**src/core/acmpc_pkg.sv**
```systemverilog
// package for the analog comparator control block
package acmpc_pkg;
    // ****************************************
    // register addresses
    // ****************************************
    localparam logic [7:0] ADDR_POWER_CONTROL_THREE = 8'h45;
    localparam logic [7:0] ADDR_CMP_CONTROL_STATUS = 8'h9e;
    localparam logic [7:0] ADDR_CMP_INPUT_MODE = 8'h9f;
    localparam logic [7:0] ADDR_AUXILIARY_FOUR = 8'ha4;
    localparam logic [7:0] ADDR_EXT_IRQ_ENABLE = 8'he6;
    // ****************************************
    // reset values
    // ****************************************
    localparam logic [7:0] RST_POWER_CONTROL_THREE = 8'h00;
    localparam logic [7:0] RST_CMP_CONTROL_STATUS = 8'h00;
    localparam logic [7:0] RST_CMP_INPUT_MODE = 8'h00;
    localparam logic [7:0] RST_AUXILIARY_FOUR = 8'h00;
    localparam logic [7:0] RST_EXT_IRQ_ENABLE = 8'h00;
    // ****************************************
    // field positions
    // ****************************************
    localparam int BIT_LOW_POWER = 7;
    localparam int BIT_PD_KEEPALIVE = 6;
    localparam int BIT_RESULT = 5;
    localparam int BIT_EVENT_FLAG = 4;
    localparam int BIT_ENABLE = 3;
    localparam int BIT_INVERT = 2;
    localparam int BIT_MODE_HI = 1;
    localparam int BIT_MODE_LO = 0;
    localparam int BIT_NEG_SEL_HI = 7;
    localparam int BIT_NEG_SEL_LO = 4;
    localparam int BIT_FILTER_LOW = 2;
    localparam int BIT_POS_SEL_HI = 1;
    localparam int BIT_POS_SEL_LO = 0;
    localparam int BIT_PIN_OE = 1;
    localparam int BIT_FILTER_HIGH = 0;
    localparam int BIT_REF_ENABLE = 7;
    localparam int BIT_CMP_IRQ_ENABLE = 7;
    // writable masks; reserved bits read zero
    localparam logic [7:0] WMASK_POWER_CONTROL_THREE = 8'h80;
    localparam logic [7:0] WMASK_CMP_INPUT_MODE = 8'hf7;
    localparam logic [7:0] WMASK_AUXILIARY_FOUR = 8'h03;
    localparam logic [7:0] WMASK_EXT_IRQ_ENABLE = 8'h80;
    // ****************************************
    // timing
    // ****************************************
    localparam int FILTER_TAPS = 3;
    localparam int SLOW_DIVIDE = 6;
    localparam logic [2:0] SLOW_DIV_LAST = 3'h5;
    // ****************************************
    // codes
    // ****************************************
    typedef enum logic [1:0] {
        ACMPC_MODE_RSVD = 2'b00,
        ACMPC_MODE_FALL = 2'b01,
        ACMPC_MODE_RISE = 2'b10,
        ACMPC_MODE_TOGGLE = 2'b11
    } acmpc_mode_type;
    typedef enum logic [1:0] {
        ACMPC_FLT_OFF = 2'b00,
        ACMPC_FLT_FAST = 2'b01,
        ACMPC_FLT_SLOW = 2'b10,
        ACMPC_FLT_RSVD = 2'b11
    } acmpc_filter_type;
    localparam logic [3:0] NEG_SEL_PIN = 4'h0;
    localparam logic [3:0] NEG_SEL_REF = 4'hf;
endpackage

```
**src/core/acmpc_ctrl.sv**
```systemverilog
// analog comparator control, event detection and register file
//
// Function
// result bit is one when plus exceeds minus
// invert control flips result before status, events
// event flag set only when enabled, matching edge
// event flag sticky until software writes zero
// mode 01 falling, 10 rising, 11 either
// disabled comparator: output low, no events
// keep-alive bit keeps comparator running in powerdown
// powerdown wake only on sustained output level
// low-power bit selects comparator low-power mode
// interrupt request gated by extended enable bit
// negative select 0000 pin, 1111 reference
// filter 00 off, 01 three clocks, 10 slow
// positive select routes one of four pins
// pin enable drives result onto port pin
// reference enable switches internal reference
// synchronise, filter, invert, then detect edges once
`timescale 1ns/1ps
module acmpc_ctrl
    import acmpc_pkg::*;
(
    input wire logic clk, // system clock, 100 MHz
    input wire logic rst_b, // asynchronous reset, active low
    input wire logic [7:0] sfr_addr, // register address
    input wire logic [7:0] sfr_wdata, // write data
    input wire logic sfr_wr, // write strobe, one cycle
    input wire logic sfr_rd, // read strobe, one cycle
    output logic [7:0] sfr_rdata, // read data, valid cycle after sfr_rd
    input wire logic powerdown_state, // processor is in powerdown
    input wire logic cmp_raw, // analog comparator core output
    output logic [1:0] pos_input_select, // plus input mux select
    output logic [3:0] neg_input_select, // minus input mux select
    output logic cmp_analog_on, // comparator core powered
    output logic cmp_low_power, // comparator core low-power mode
    output logic int_reference_enable, // internal reference on
    output logic cmp_pin_out, // port pin output value
    output logic cmp_pin_oe_b, // port pin output enable, low drives
    output logic cmp_irq, // interrupt request, level
    output logic cmp_wake // powerdown wake request, level
);

    // ****************************************
    // state
    // ****************************************
    typedef struct packed {
        logic [7:0] power_control_three;
        logic [7:0] ctl;
        logic [7:0] imode;
        logic [7:0] aux4;
        logic [7:0] eie;
        logic [7:0] rdata;
        logic sync1;
        logic sync2;
        logic [2:0] taps;
        logic filt;
        logic out_prev;
        logic [2:0] div;
        logic [1:0] pos_sel;
        logic [3:0] neg_sel;
        logic analog_on;
        logic low_power;
        logic ref_en;
        logic pin_out;
        logic pin_oe_b;
        logic irq;
        logic wake;
    } acmpc_state_type;

    acmpc_state_type st_reg;
    acmpc_state_type st_next;

    function automatic logic hit(input logic [7:0] a, input logic [7:0] ref_addr);
        hit = (a == ref_addr);
    endfunction

    logic en;
    logic cmp_out;
    logic rise;
    logic fall;
    logic evt;
    logic [1:0] flt_sel;
    logic tick;
    logic [7:0] status_view;

    always_comb begin
        st_next = st_reg;
        en = st_reg.ctl[BIT_ENABLE];
        flt_sel = {st_reg.aux4[BIT_FILTER_HIGH], st_reg.imode[BIT_FILTER_LOW]};
        // ****************************************
        // synchroniser; first stage feeds only the second
        // ****************************************
        st_next.sync1 = cmp_raw;
        st_next.sync2 = st_reg.sync1;
        // ****************************************
        // glitch filter: with filter on, output changes after three equal samples; off passes sync2 straight through
        // ****************************************
        st_next.div = (st_reg.div == SLOW_DIV_LAST) ? 3'h0 : st_reg.div + 3'h1;
        tick = (flt_sel == ACMPC_FLT_SLOW) ? (st_reg.div == SLOW_DIV_LAST) : 1'b1;
        if (tick) begin
            st_next.taps = {st_reg.taps[1:0], st_reg.sync2};
        end
        case (flt_sel)
            ACMPC_FLT_OFF: st_next.filt = st_reg.sync2;
            ACMPC_FLT_FAST,
            ACMPC_FLT_SLOW: begin
                // reserved code 11 holds the last value rather than guessing
                if (st_reg.taps == 3'b111) begin
                    st_next.filt = 1'b1;
                end else if (st_reg.taps == 3'b000) begin
                    st_next.filt = 1'b0;
                end
            end
            default: st_next.filt = st_reg.filt;
        endcase
        // ****************************************
        // invert and enable gating, then edge detect
        // ****************************************
        cmp_out = en & (st_reg.filt ^ st_reg.ctl[BIT_INVERT]);
        st_next.out_prev = cmp_out;
        rise = cmp_out & ~st_reg.out_prev;
        fall = ~cmp_out & st_reg.out_prev;
        case (acmpc_mode_type'(st_reg.ctl[BIT_MODE_HI:BIT_MODE_LO]))
            ACMPC_MODE_FALL: evt = fall;
            ACMPC_MODE_RISE: evt = rise;
            ACMPC_MODE_TOGGLE: evt = rise | fall;
            default: evt = 1'b0;
        endcase
        // an edge caused by toggling enable itself is not counted
        evt = evt & en & st_reg.analog_on & ~powerdown_state;
        status_view = st_reg.ctl;
        status_view[BIT_RESULT] = cmp_out;
        // ****************************************
        // register writes
        // ****************************************
        if (sfr_wr) begin
            if (hit(sfr_addr, ADDR_POWER_CONTROL_THREE)) begin
                st_next.power_control_three = sfr_wdata & WMASK_POWER_CONTROL_THREE;
            end
            if (hit(sfr_addr, ADDR_CMP_CONTROL_STATUS)) begin
                st_next.ctl = sfr_wdata;
                st_next.ctl[BIT_RESULT] = 1'b0;
                // a one written keeps the flag; only zero clears
                st_next.ctl[BIT_EVENT_FLAG] = st_reg.ctl[BIT_EVENT_FLAG]
                    & sfr_wdata[BIT_EVENT_FLAG];
            end
            if (hit(sfr_addr, ADDR_CMP_INPUT_MODE)) begin
                st_next.imode = sfr_wdata & WMASK_CMP_INPUT_MODE;
            end
            if (hit(sfr_addr, ADDR_AUXILIARY_FOUR)) begin
                st_next.aux4 = sfr_wdata & WMASK_AUXILIARY_FOUR;
            end
            if (hit(sfr_addr, ADDR_EXT_IRQ_ENABLE)) begin
                st_next.eie = sfr_wdata & WMASK_EXT_IRQ_ENABLE;
            end
        end
        // set wins over a clearing write in the same cycle
        if (evt) begin
            st_next.ctl[BIT_EVENT_FLAG] = 1'b1;
        end
        // ****************************************
        // register reads
        // ****************************************
        if (sfr_rd) begin
            if (hit(sfr_addr, ADDR_POWER_CONTROL_THREE)) begin
                st_next.rdata = st_reg.power_control_three;
            end else if (hit(sfr_addr, ADDR_CMP_CONTROL_STATUS)) begin
                st_next.rdata = status_view;
            end else if (hit(sfr_addr, ADDR_CMP_INPUT_MODE)) begin
                st_next.rdata = st_reg.imode;
            end else if (hit(sfr_addr, ADDR_AUXILIARY_FOUR)) begin
                st_next.rdata = st_reg.aux4;
            end else if (hit(sfr_addr, ADDR_EXT_IRQ_ENABLE)) begin
                st_next.rdata = st_reg.eie;
            end else begin
                st_next.rdata = 8'h00;
            end
        end
        // ****************************************
        // analog controls and outputs
        // ****************************************
        st_next.pos_sel = st_reg.imode[BIT_POS_SEL_HI:BIT_POS_SEL_LO];
        st_next.neg_sel = st_reg.imode[BIT_NEG_SEL_HI:BIT_NEG_SEL_LO];
        st_next.analog_on = en
            & (~powerdown_state | st_reg.ctl[BIT_PD_KEEPALIVE]);
        st_next.low_power = st_reg.ctl[BIT_LOW_POWER];
        st_next.ref_en = st_reg.power_control_three[BIT_REF_ENABLE];
        st_next.pin_out = cmp_out;
        st_next.pin_oe_b = ~st_reg.aux4[BIT_PIN_OE];
        st_next.irq = st_next.ctl[BIT_EVENT_FLAG] & st_reg.eie[BIT_CMP_IRQ_ENABLE];
        // in powerdown the edge logic is not trusted; wake on the
        // filtered level matching the selected mode instead
        st_next.wake = powerdown_state & en & st_reg.ctl[BIT_PD_KEEPALIVE]
            & st_reg.eie[BIT_CMP_IRQ_ENABLE]
            & (((st_reg.ctl[BIT_MODE_HI:BIT_MODE_LO] == ACMPC_MODE_RISE) & cmp_out)
            | ((st_reg.ctl[BIT_MODE_HI:BIT_MODE_LO] == ACMPC_MODE_FALL) & ~cmp_out)
            | ((st_reg.ctl[BIT_MODE_HI:BIT_MODE_LO] == ACMPC_MODE_TOGGLE)
            & (cmp_out == st_reg.out_prev)));
    end

    always_ff @(posedge clk or negedge rst_b) begin
        if (!rst_b) begin
            st_reg <= '0;
            st_reg.power_control_three <= RST_POWER_CONTROL_THREE;
            st_reg.ctl <= RST_CMP_CONTROL_STATUS;
            st_reg.imode <= RST_CMP_INPUT_MODE;
            st_reg.aux4 <= RST_AUXILIARY_FOUR;
            st_reg.eie <= RST_EXT_IRQ_ENABLE;
            st_reg.pin_oe_b <= 1'b1;
        end else begin
            st_reg <= st_next;
        end
    end

    assign sfr_rdata = st_reg.rdata;
    assign pos_input_select = st_reg.pos_sel;
    assign neg_input_select = st_reg.neg_sel;
    assign cmp_analog_on = st_reg.analog_on;
    assign cmp_low_power = st_reg.low_power;
    assign int_reference_enable = st_reg.ref_en;
    assign cmp_pin_out = st_reg.pin_out;
    assign cmp_pin_oe_b = st_reg.pin_oe_b;
    assign cmp_irq = st_reg.irq;
    assign cmp_wake = st_reg.wake;

endmodule

```
**config.mk**
```make
export PLATFORM = sky130hd
export DESIGN_NAME = acmpc_ctrl
export DESIGN_NICKNAME = d
export VERILOG_FILES = /design/src/core/acmpc_pkg.sv /design/src/core/acmpc_ctrl.sv
export SDC_FILE = /design/constraint.sdc
export NUM_CORES = 1
export LEC_CHECK = 0
export BUFFER_PORTS_ARGS = -buffer_cell sky130_fd_sc_hd__clkbuf_2
export CORE_MARGIN = 10
export CORE_UTILIZATION = 49
export CTS_CLUSTER_SIZE = 30
export DETAILED_ROUTE_END_ITERATION = 8
export PLACE_DENSITY_LB_ADDON = 0.15
export SETUP_SLACK_MARGIN = 0.4
export SYNTH_ARGS = -nofsm -noshare
export SYNTH_HDL_FRONTEND = slang
export SYNTH_SLANG_ARGS = --single-unit
```
**constraint.sdc**
```tcl
create_clock -name clk -period 1.7 [get_ports clk]
set_clock_uncertainty 0.05 [all_clocks]
set_input_delay 0 -clock clk [delete_from_list [all_inputs] [get_ports clk]]
set_output_delay 0 -clock clk [all_outputs]
set_load 0.005 [all_outputs]
```
==> results.ini, run 1 <==
[clock_tree]
cts_tree = built
cts.sinks = 48
numCtsBuffers = 5
clock_latency_ns = 0.30
htreeDepth = 2
clockRootBuffer = clkbuf_8
clock_path_buffers = 2
clk_pin_slew_ns = 0.09

[routing]
ant_nets = 0
drcViolationCount = 0
route.vias.total = 1498
routed_wl_um = 4930
wl_per_cell_um = 17.5
drt_iter0_markers = 126
vias_per_cell = 5.31
first_pass_iters = 4

[setup_path]
worstPathCellList = xor2_1 > nand2_1 > inv_2 > ha_4 > nor2b_4 > o21ai_2 > a211o_1 > a21boi_1
worstSetupEndpointType = flip-flop
crit_slowest_cell = dfrtp_1
cp.arrival_ns = 1.93
r2r-start = st_reg[17]
cp-start-kind = flip-flop
rrSetupSlack_ns = -0.05
critPathRequiredTime_ns = 1.88
slowest_delay_ns = 0.40
endpoint = cmp_irq
timing.rr.end = cmp_irq
reg2regPathDepth = 8
crit_type = reg2reg
crit_fanout = 2
critPathLaunch = st_reg[17]

[min_path]
hp-class = in2reg

[power]
vdd_drop_max_uv = 502
power_per_cell_area_nw_per_um2 = 796
leakagePower_nw = 1.35
finalPower_mw = 2.16

[synth]
synth_nets = 199
synth-seq-area-share_pct = 56.5
yosysWarnings = 0
syn_avg_cell_area_um2 = 12.3
ys_ff_latch = 48
synthCells = 173
synth_cell_types = 33
netlist_area_um2 = 2130

[sta]
period_minus_slack_ns = 1.75
period_share_pct = 103
final-hold-violation-count = 0
rsz0062_at_grt = yes
max_slew.worst_pin.slew_ns = 0.402
worst_slack_ns = -0.0497
slew_violations = 0
fmax_ghz = 0.572
max_slew_margin_pct = 72.9
setup_viol = 1

[layout]
seq_area_um2 = 1200
nets = 257
fin_util_pct = 66.3
multi_input_area_um2 = 860
layout-drive-gt1-share_pct = 43.5
largest_reg_flops = 15
instances_no_fill = 282
synthToLayoutAreaGrowth_pct = 27.4
diodes = 0
fillers = 318

[floorplanning]
rows = 23
die_x_um = 85.9
start_util_pct = 52.1
num_io_pins = 43
dieHeight_um = 85.9
die-area_um2 = 7380
coreArea_um2 = 4090

[global_routing]
grt_max_degree = 19
antenna_found_initial = 0
grt_overflow = 0
grt_pass1_wl_um = 7830
grt_pass1_vias = 1654
grt_use_total_pct = 13.0

[placement]
place_ws_ns = -0.0612
place_congestion = 0.781
hpwl_um = 3550
port_buffers = 42
dp.cells = 255

[outcome]
violations = negative setup slack
status = finished, violations left

[job]
max_cap_viol_count = 0

cell type report:
class / instances / share of cell area [%]
Multi-Input combinational cell: 94 / 31.7
Clock inverter: 2 / 0.369
Tap cell: 50 / 2.31
Sequential cell: 48 / 44.4
Clock buffer: 6 / 3.05
Timing Repair Buffer: 68 / 16.3
Inverter: 14 / 1.94
worst max-delay path: cells and delay by family, from the launching register on:
kind                     cells  cell delay (ns)
flip-flops                   1             0.40
buffers and inverters        1             0.08
AO/OA/AOI/OAI                3             0.54
XOR/XNOR                     1             0.17
AND/OR/NAND/NOR              2             0.25
adder cells (fa/ha/maj)      1             0.20
worst min-delay path by stage:
stage	from	endpoint	slack [ns]	cells after the start
final	sfr_rd	sfr_rdata[6]	0.03	2
after global routing	sfr_wr	st_reg[38]	0.04	3
after CTS	sfr_rd	sfr_rdata[6]	0.03	2
after detailed placement	rst_b	sfr_rdata[2]	-0.11	1
after global placement	rst_b	neg_input_select[1]	-0.13	1
after floorplan	rst_b	cmp_analog_on	-0.35	0
cell usage in the layout (no fill, tap or decap), drive strengths merged, types with 6 or more instances in the layout:
master        n
buf          15
clkbuf       48
dfrtp        47
dlygate4sd3  11
inv          14
mux2         20
mux2i         6
nand2        12
nand2b        6
o21ai         9
o22ai         7
logic make-up after synthesis:
group                      count (synthesis)  share of synthesized area, %
AOI/OAI and AO/OA                         28                          8.71
xor gates and xnor gates                   1                         0.412
adders and majority gates                  4                          2.35
buffers and inverters                     31                          8.12
DFF                                       48                          56.5
muxes                                     26                          13.4
and+or+nand+nor                           35                          10.5
Yosys cell counts, drive strengths merged:
cell / instances / area (µm²)
clkbuf: 2 / 7.51
mux2i: 6 / 60.1
and4bb: 1 / 12.5
dfstp: 1 / 26.3
or3b: 1 / 11.3
dfrtp: 47 / 1180
ha: 4 / 50.1
o22ai: 7 / 43.8
nand3: 2 / 10.0
nand2b: 6 / 37.5
nor4b: 1 / 23.8
a211oi: 2 / 15.0
nor4: 2 / 12.5
nand3b: 1 / 7.51
a21boi: 2 / 15.0
a21o: 1 / 7.51
nand4: 1 / 6.26
mux2: 20 / 225
inv: 14 / 52.6
and4b: 1 / 10.0
o41a: 1 / 11.3
nor2: 1 / 3.75
nand2: 12 / 45.0
a211o: 1 / 8.76
and3: 1 / 6.26
a31oi: 1 / 6.26
a22oi: 3 / 22.5
and4: 1 / 11.3
nor2b: 4 / 25.0
buf: 15 / 113
o21ai: 9 / 45.0
xor2: 1 / 8.76
a41o: 1 / 10.0
per-stage QoR:
| step | TNS (ns) | hold slack (ns) | instance area (µm²) |
|---|---|---|---|
| finish | -0.0497 | 0.0291 | 2710 |
| global route | -0.150 | 0.0394 | 2710 |
| CTS | -0.00477 | 0.0260 | 2610 |
| floorplan | 0 | -0.346 | 2160 |
| global placement | 0 | -0.125 | 2360 |
| detailed placement | -0.0612 | -0.113 | 2360 |
timing repair:
| item | 4_1_cts | 5_1_grt |
|---|---|---|
| pin swaps | 4 | 6 |
| hold endpoints to repair | 70 | 0 |
| buffers inserted | 4 | 4 |
| setup endpoints to repair | 6 | 8 |
| hold buffers | 11 | 0 |
| gates resized for setup | 3 | 16 |
per-layer routing:
layer | vias to the layer above | routed length [µm] | track usage [%] | share of wire, %
met4 | 0 | 68 | 4.94 | 1.4
met5 | - | 0 | 0 | 0
met1 | 741 | 2040 | 14.7 | 41
met2 | 45 | 2510 | 21.8 | 51
li1 | 704 | - | - | -
met3 | 8 | 314 | 4.64 | 6.4
power by group:
| part | switching (mW) | total, mW | internal, mW |
|---|---|---|---|
| sequential | 0.0337 | 1.22 | 1.19 |
| clock | 0.367 | 0.692 | 0.325 |
| combinational | 0.112 | 0.245 | 0.133 |
| total | 0.512 | 2.16 | 1.65 |
Note: power is estimated with default switching activity, not from simulation.
==> run 2, diff against run 1 <==
Settings changed: CTS_CLUSTER_DIAMETER set to 120, SKIP_CTS_REPAIR_TIMING set to 1, TNS_END_PERCENT set to 5.
==> run 2 against run 1 <==
  * The run now ends clean
  * Sequential power about the same
  * Critical path depth unchanged
  * Design area down 1.4%
  * Combinational power down 8.6%
  * Sequential cell count unchanged
  * Count of clock-buffer cells in the layout down 1
  * Routed wire length down 9.7%
  * Highest routed layer unchanged
  * Register-to-register slack better by 0.07 ns
  * Sequential share of layout area up 0.62 points
  * Critical endpoint unchanged
  * Clock power up 60%
  * Setup slack better by 0.072 ns
  * First-iteration DRC count down 56%
==> results.ini, run 2 (synthesis gave the netlist of run 1 again) <==
[outcome]
status = finished, final reports clean

[global_routing]
grt_pass1_wl_um = 7450
antenna_found_initial = 0
grt_use_total_pct = 12.5
grt_pass1_vias = 1592
grt_overflow = 0
grt_max_degree = 21

[routing]
vias_per_cell = 5.34
ant_nets = 0
routed_wl_um = 4450
route.vias.total = 1490
drcViolationCount = 0
drt_iter0_markers = 55
first_pass_iters = 4
wl_per_cell_um = 16.0

[min_path]
hold_end = sfr_rdata[6]
min_from = sfr_rd
hold_path_depth = 2
hp-class = in2reg

[layout]
synthToLayoutAreaGrowth_pct = 25.6
layout-drive-gt1-share_pct = 39.7
fin_util_pct = 65.4
layout_commonest_cell = dfrtp_1
nets = 254
mostFrequentLayoutCells = dfrtp_1 (47), clkbuf_2 (42), mux2_2 (20), inv_1 (13)
largest_reg_flops = 15
final_area_um2 = 2670
diodes = 0

[clock_tree]
numCtsBuffers = 5
clock_latency_ns = 0.30
cts.sinks = 48
clock_path_buffers = 2
clk_pin_slew_ns = 0.09
htreeDepth = 2
clockRootBuffer = clkbuf_8
cts_tree = built

[floorplanning]
die-area_um2 = 7380
die_x_um = 85.9
coreArea_um2 = 4090
start_util_pct = 52.1
rows = 23
dieHeight_um = 85.9
num_io_pins = 43

[setup_path]
critPathBufInv = 1
timing.rr.end = cmp_irq
reg2regPathDepth = 8
crit_slowest_cell = dfrtp_1
cp.arrival_ns = 1.85
cp_top_family = compound AO/OA/AOI/OAI gates
worstPathCellList = xor2_1 > nand2_1 > inv_2 > ha_4 > nor2b_2 > o21ai_1 > a211o_1 > a21boi_1
rrSetupSlack_ns = 0.02
crit_type = reg2reg
cp-start-kind = flip-flop
r2r-start = st_reg[17]
worstSetupEndpointType = flip-flop
crit_fanout = 2
slowest_delay_ns = 0.39
critPathRequiredTime_ns = 1.87

[sta]
slew_violations = 0
rsz0062_at_grt = yes
final-hold-violation-count = 0
hold_ws_ns = 0.0255
period_share_pct = 98.7
period_minus_slack_ns = 1.68
setup_viol = 0
fmax_ghz = 0.596
max_slew_margin_pct = 72.9
max_slew.worst_pin.slew_ns = 0.403

[placement]
placed_area_um2 = 2360
hpwl_um = 3480
place_congestion = 0.904
port_buffers = 42

[power]
power_per_cell_area_nw_per_um2 = 953
finalPower_mw = 2.55
leakagePower_nw = 1.34
vdd_drop_max_uv = 523

[job]
max_cap_viol_count = 0

==> run 2: cell count changes in the layout (fill, tap and decap cells not counted), sizes merged <==
cell / previous run / this run
buf: 15 / 12
bufinv: 0 / 3
clkbuf: 48 / 47
clkinv: 2 / 0
==> run 2: final cells by class <==
cell class	count	area, µm²
Sequential cell	48	1200
Fill cell	327	1410
Tap cell	50	62.6
Clock inverter	3	90.1
Timing Repair Buffer	65	410
Clock buffer	5	68.8
Multi-Input combinational cell	94	786
Inverter	14	52.6
==> run 2: worst max path at each step <==
stage          startpoint       to  slack (ns)  cells after the start
6_report       st_reg[17]  cmp_irq        0.02                      8
5_1_grt        st_reg[17]  cmp_irq       -0.08                      8
4_1_cts        st_reg[57]  cmp_irq       -0.06                      8
3_5_place_dp   st_reg[57]  cmp_irq       -0.03                      8
3_3_place_gp   st_reg[57]  cmp_irq        0.02                      8
2_1_floorplan  st_reg[57]  cmp_irq       0.002                      8
==> run 2: metrics by stage <==
step	setup WS, ns	TNS [ns]	std cells
CTS	-0.0563	-0.0563	267
global placement	0.0195	0	259
global route	-0.0818	-0.0818	279
detailed placement	-0.0323	-0.0323	259
floorplan	0.00164	0	173
finish	0.0226	0	279
==> run 2: power breakdown <==
part	total, mW	internal (mW)	switching, mW
Combinational	0.224	0.118	0.105
Clock	1.11	0.735	0.371
Sequential	1.22	1.19	0.0300
Total	2.55	2.04	0.506
==> run 2: metal layers <==
| layer | global-route usage [%] | vias up | share of wire, % |
|---|---|---|---|
| li1 | - | 702 | - |
| met1 | 14.3 | 742 | 42 |
| met2 | 20.5 | 41 | 49 |
| met3 | 5.49 | 5 | 7.6 |
| met4 | 3.74 | 0 | 0.79 |
| met5 | 0 | - | 0 |
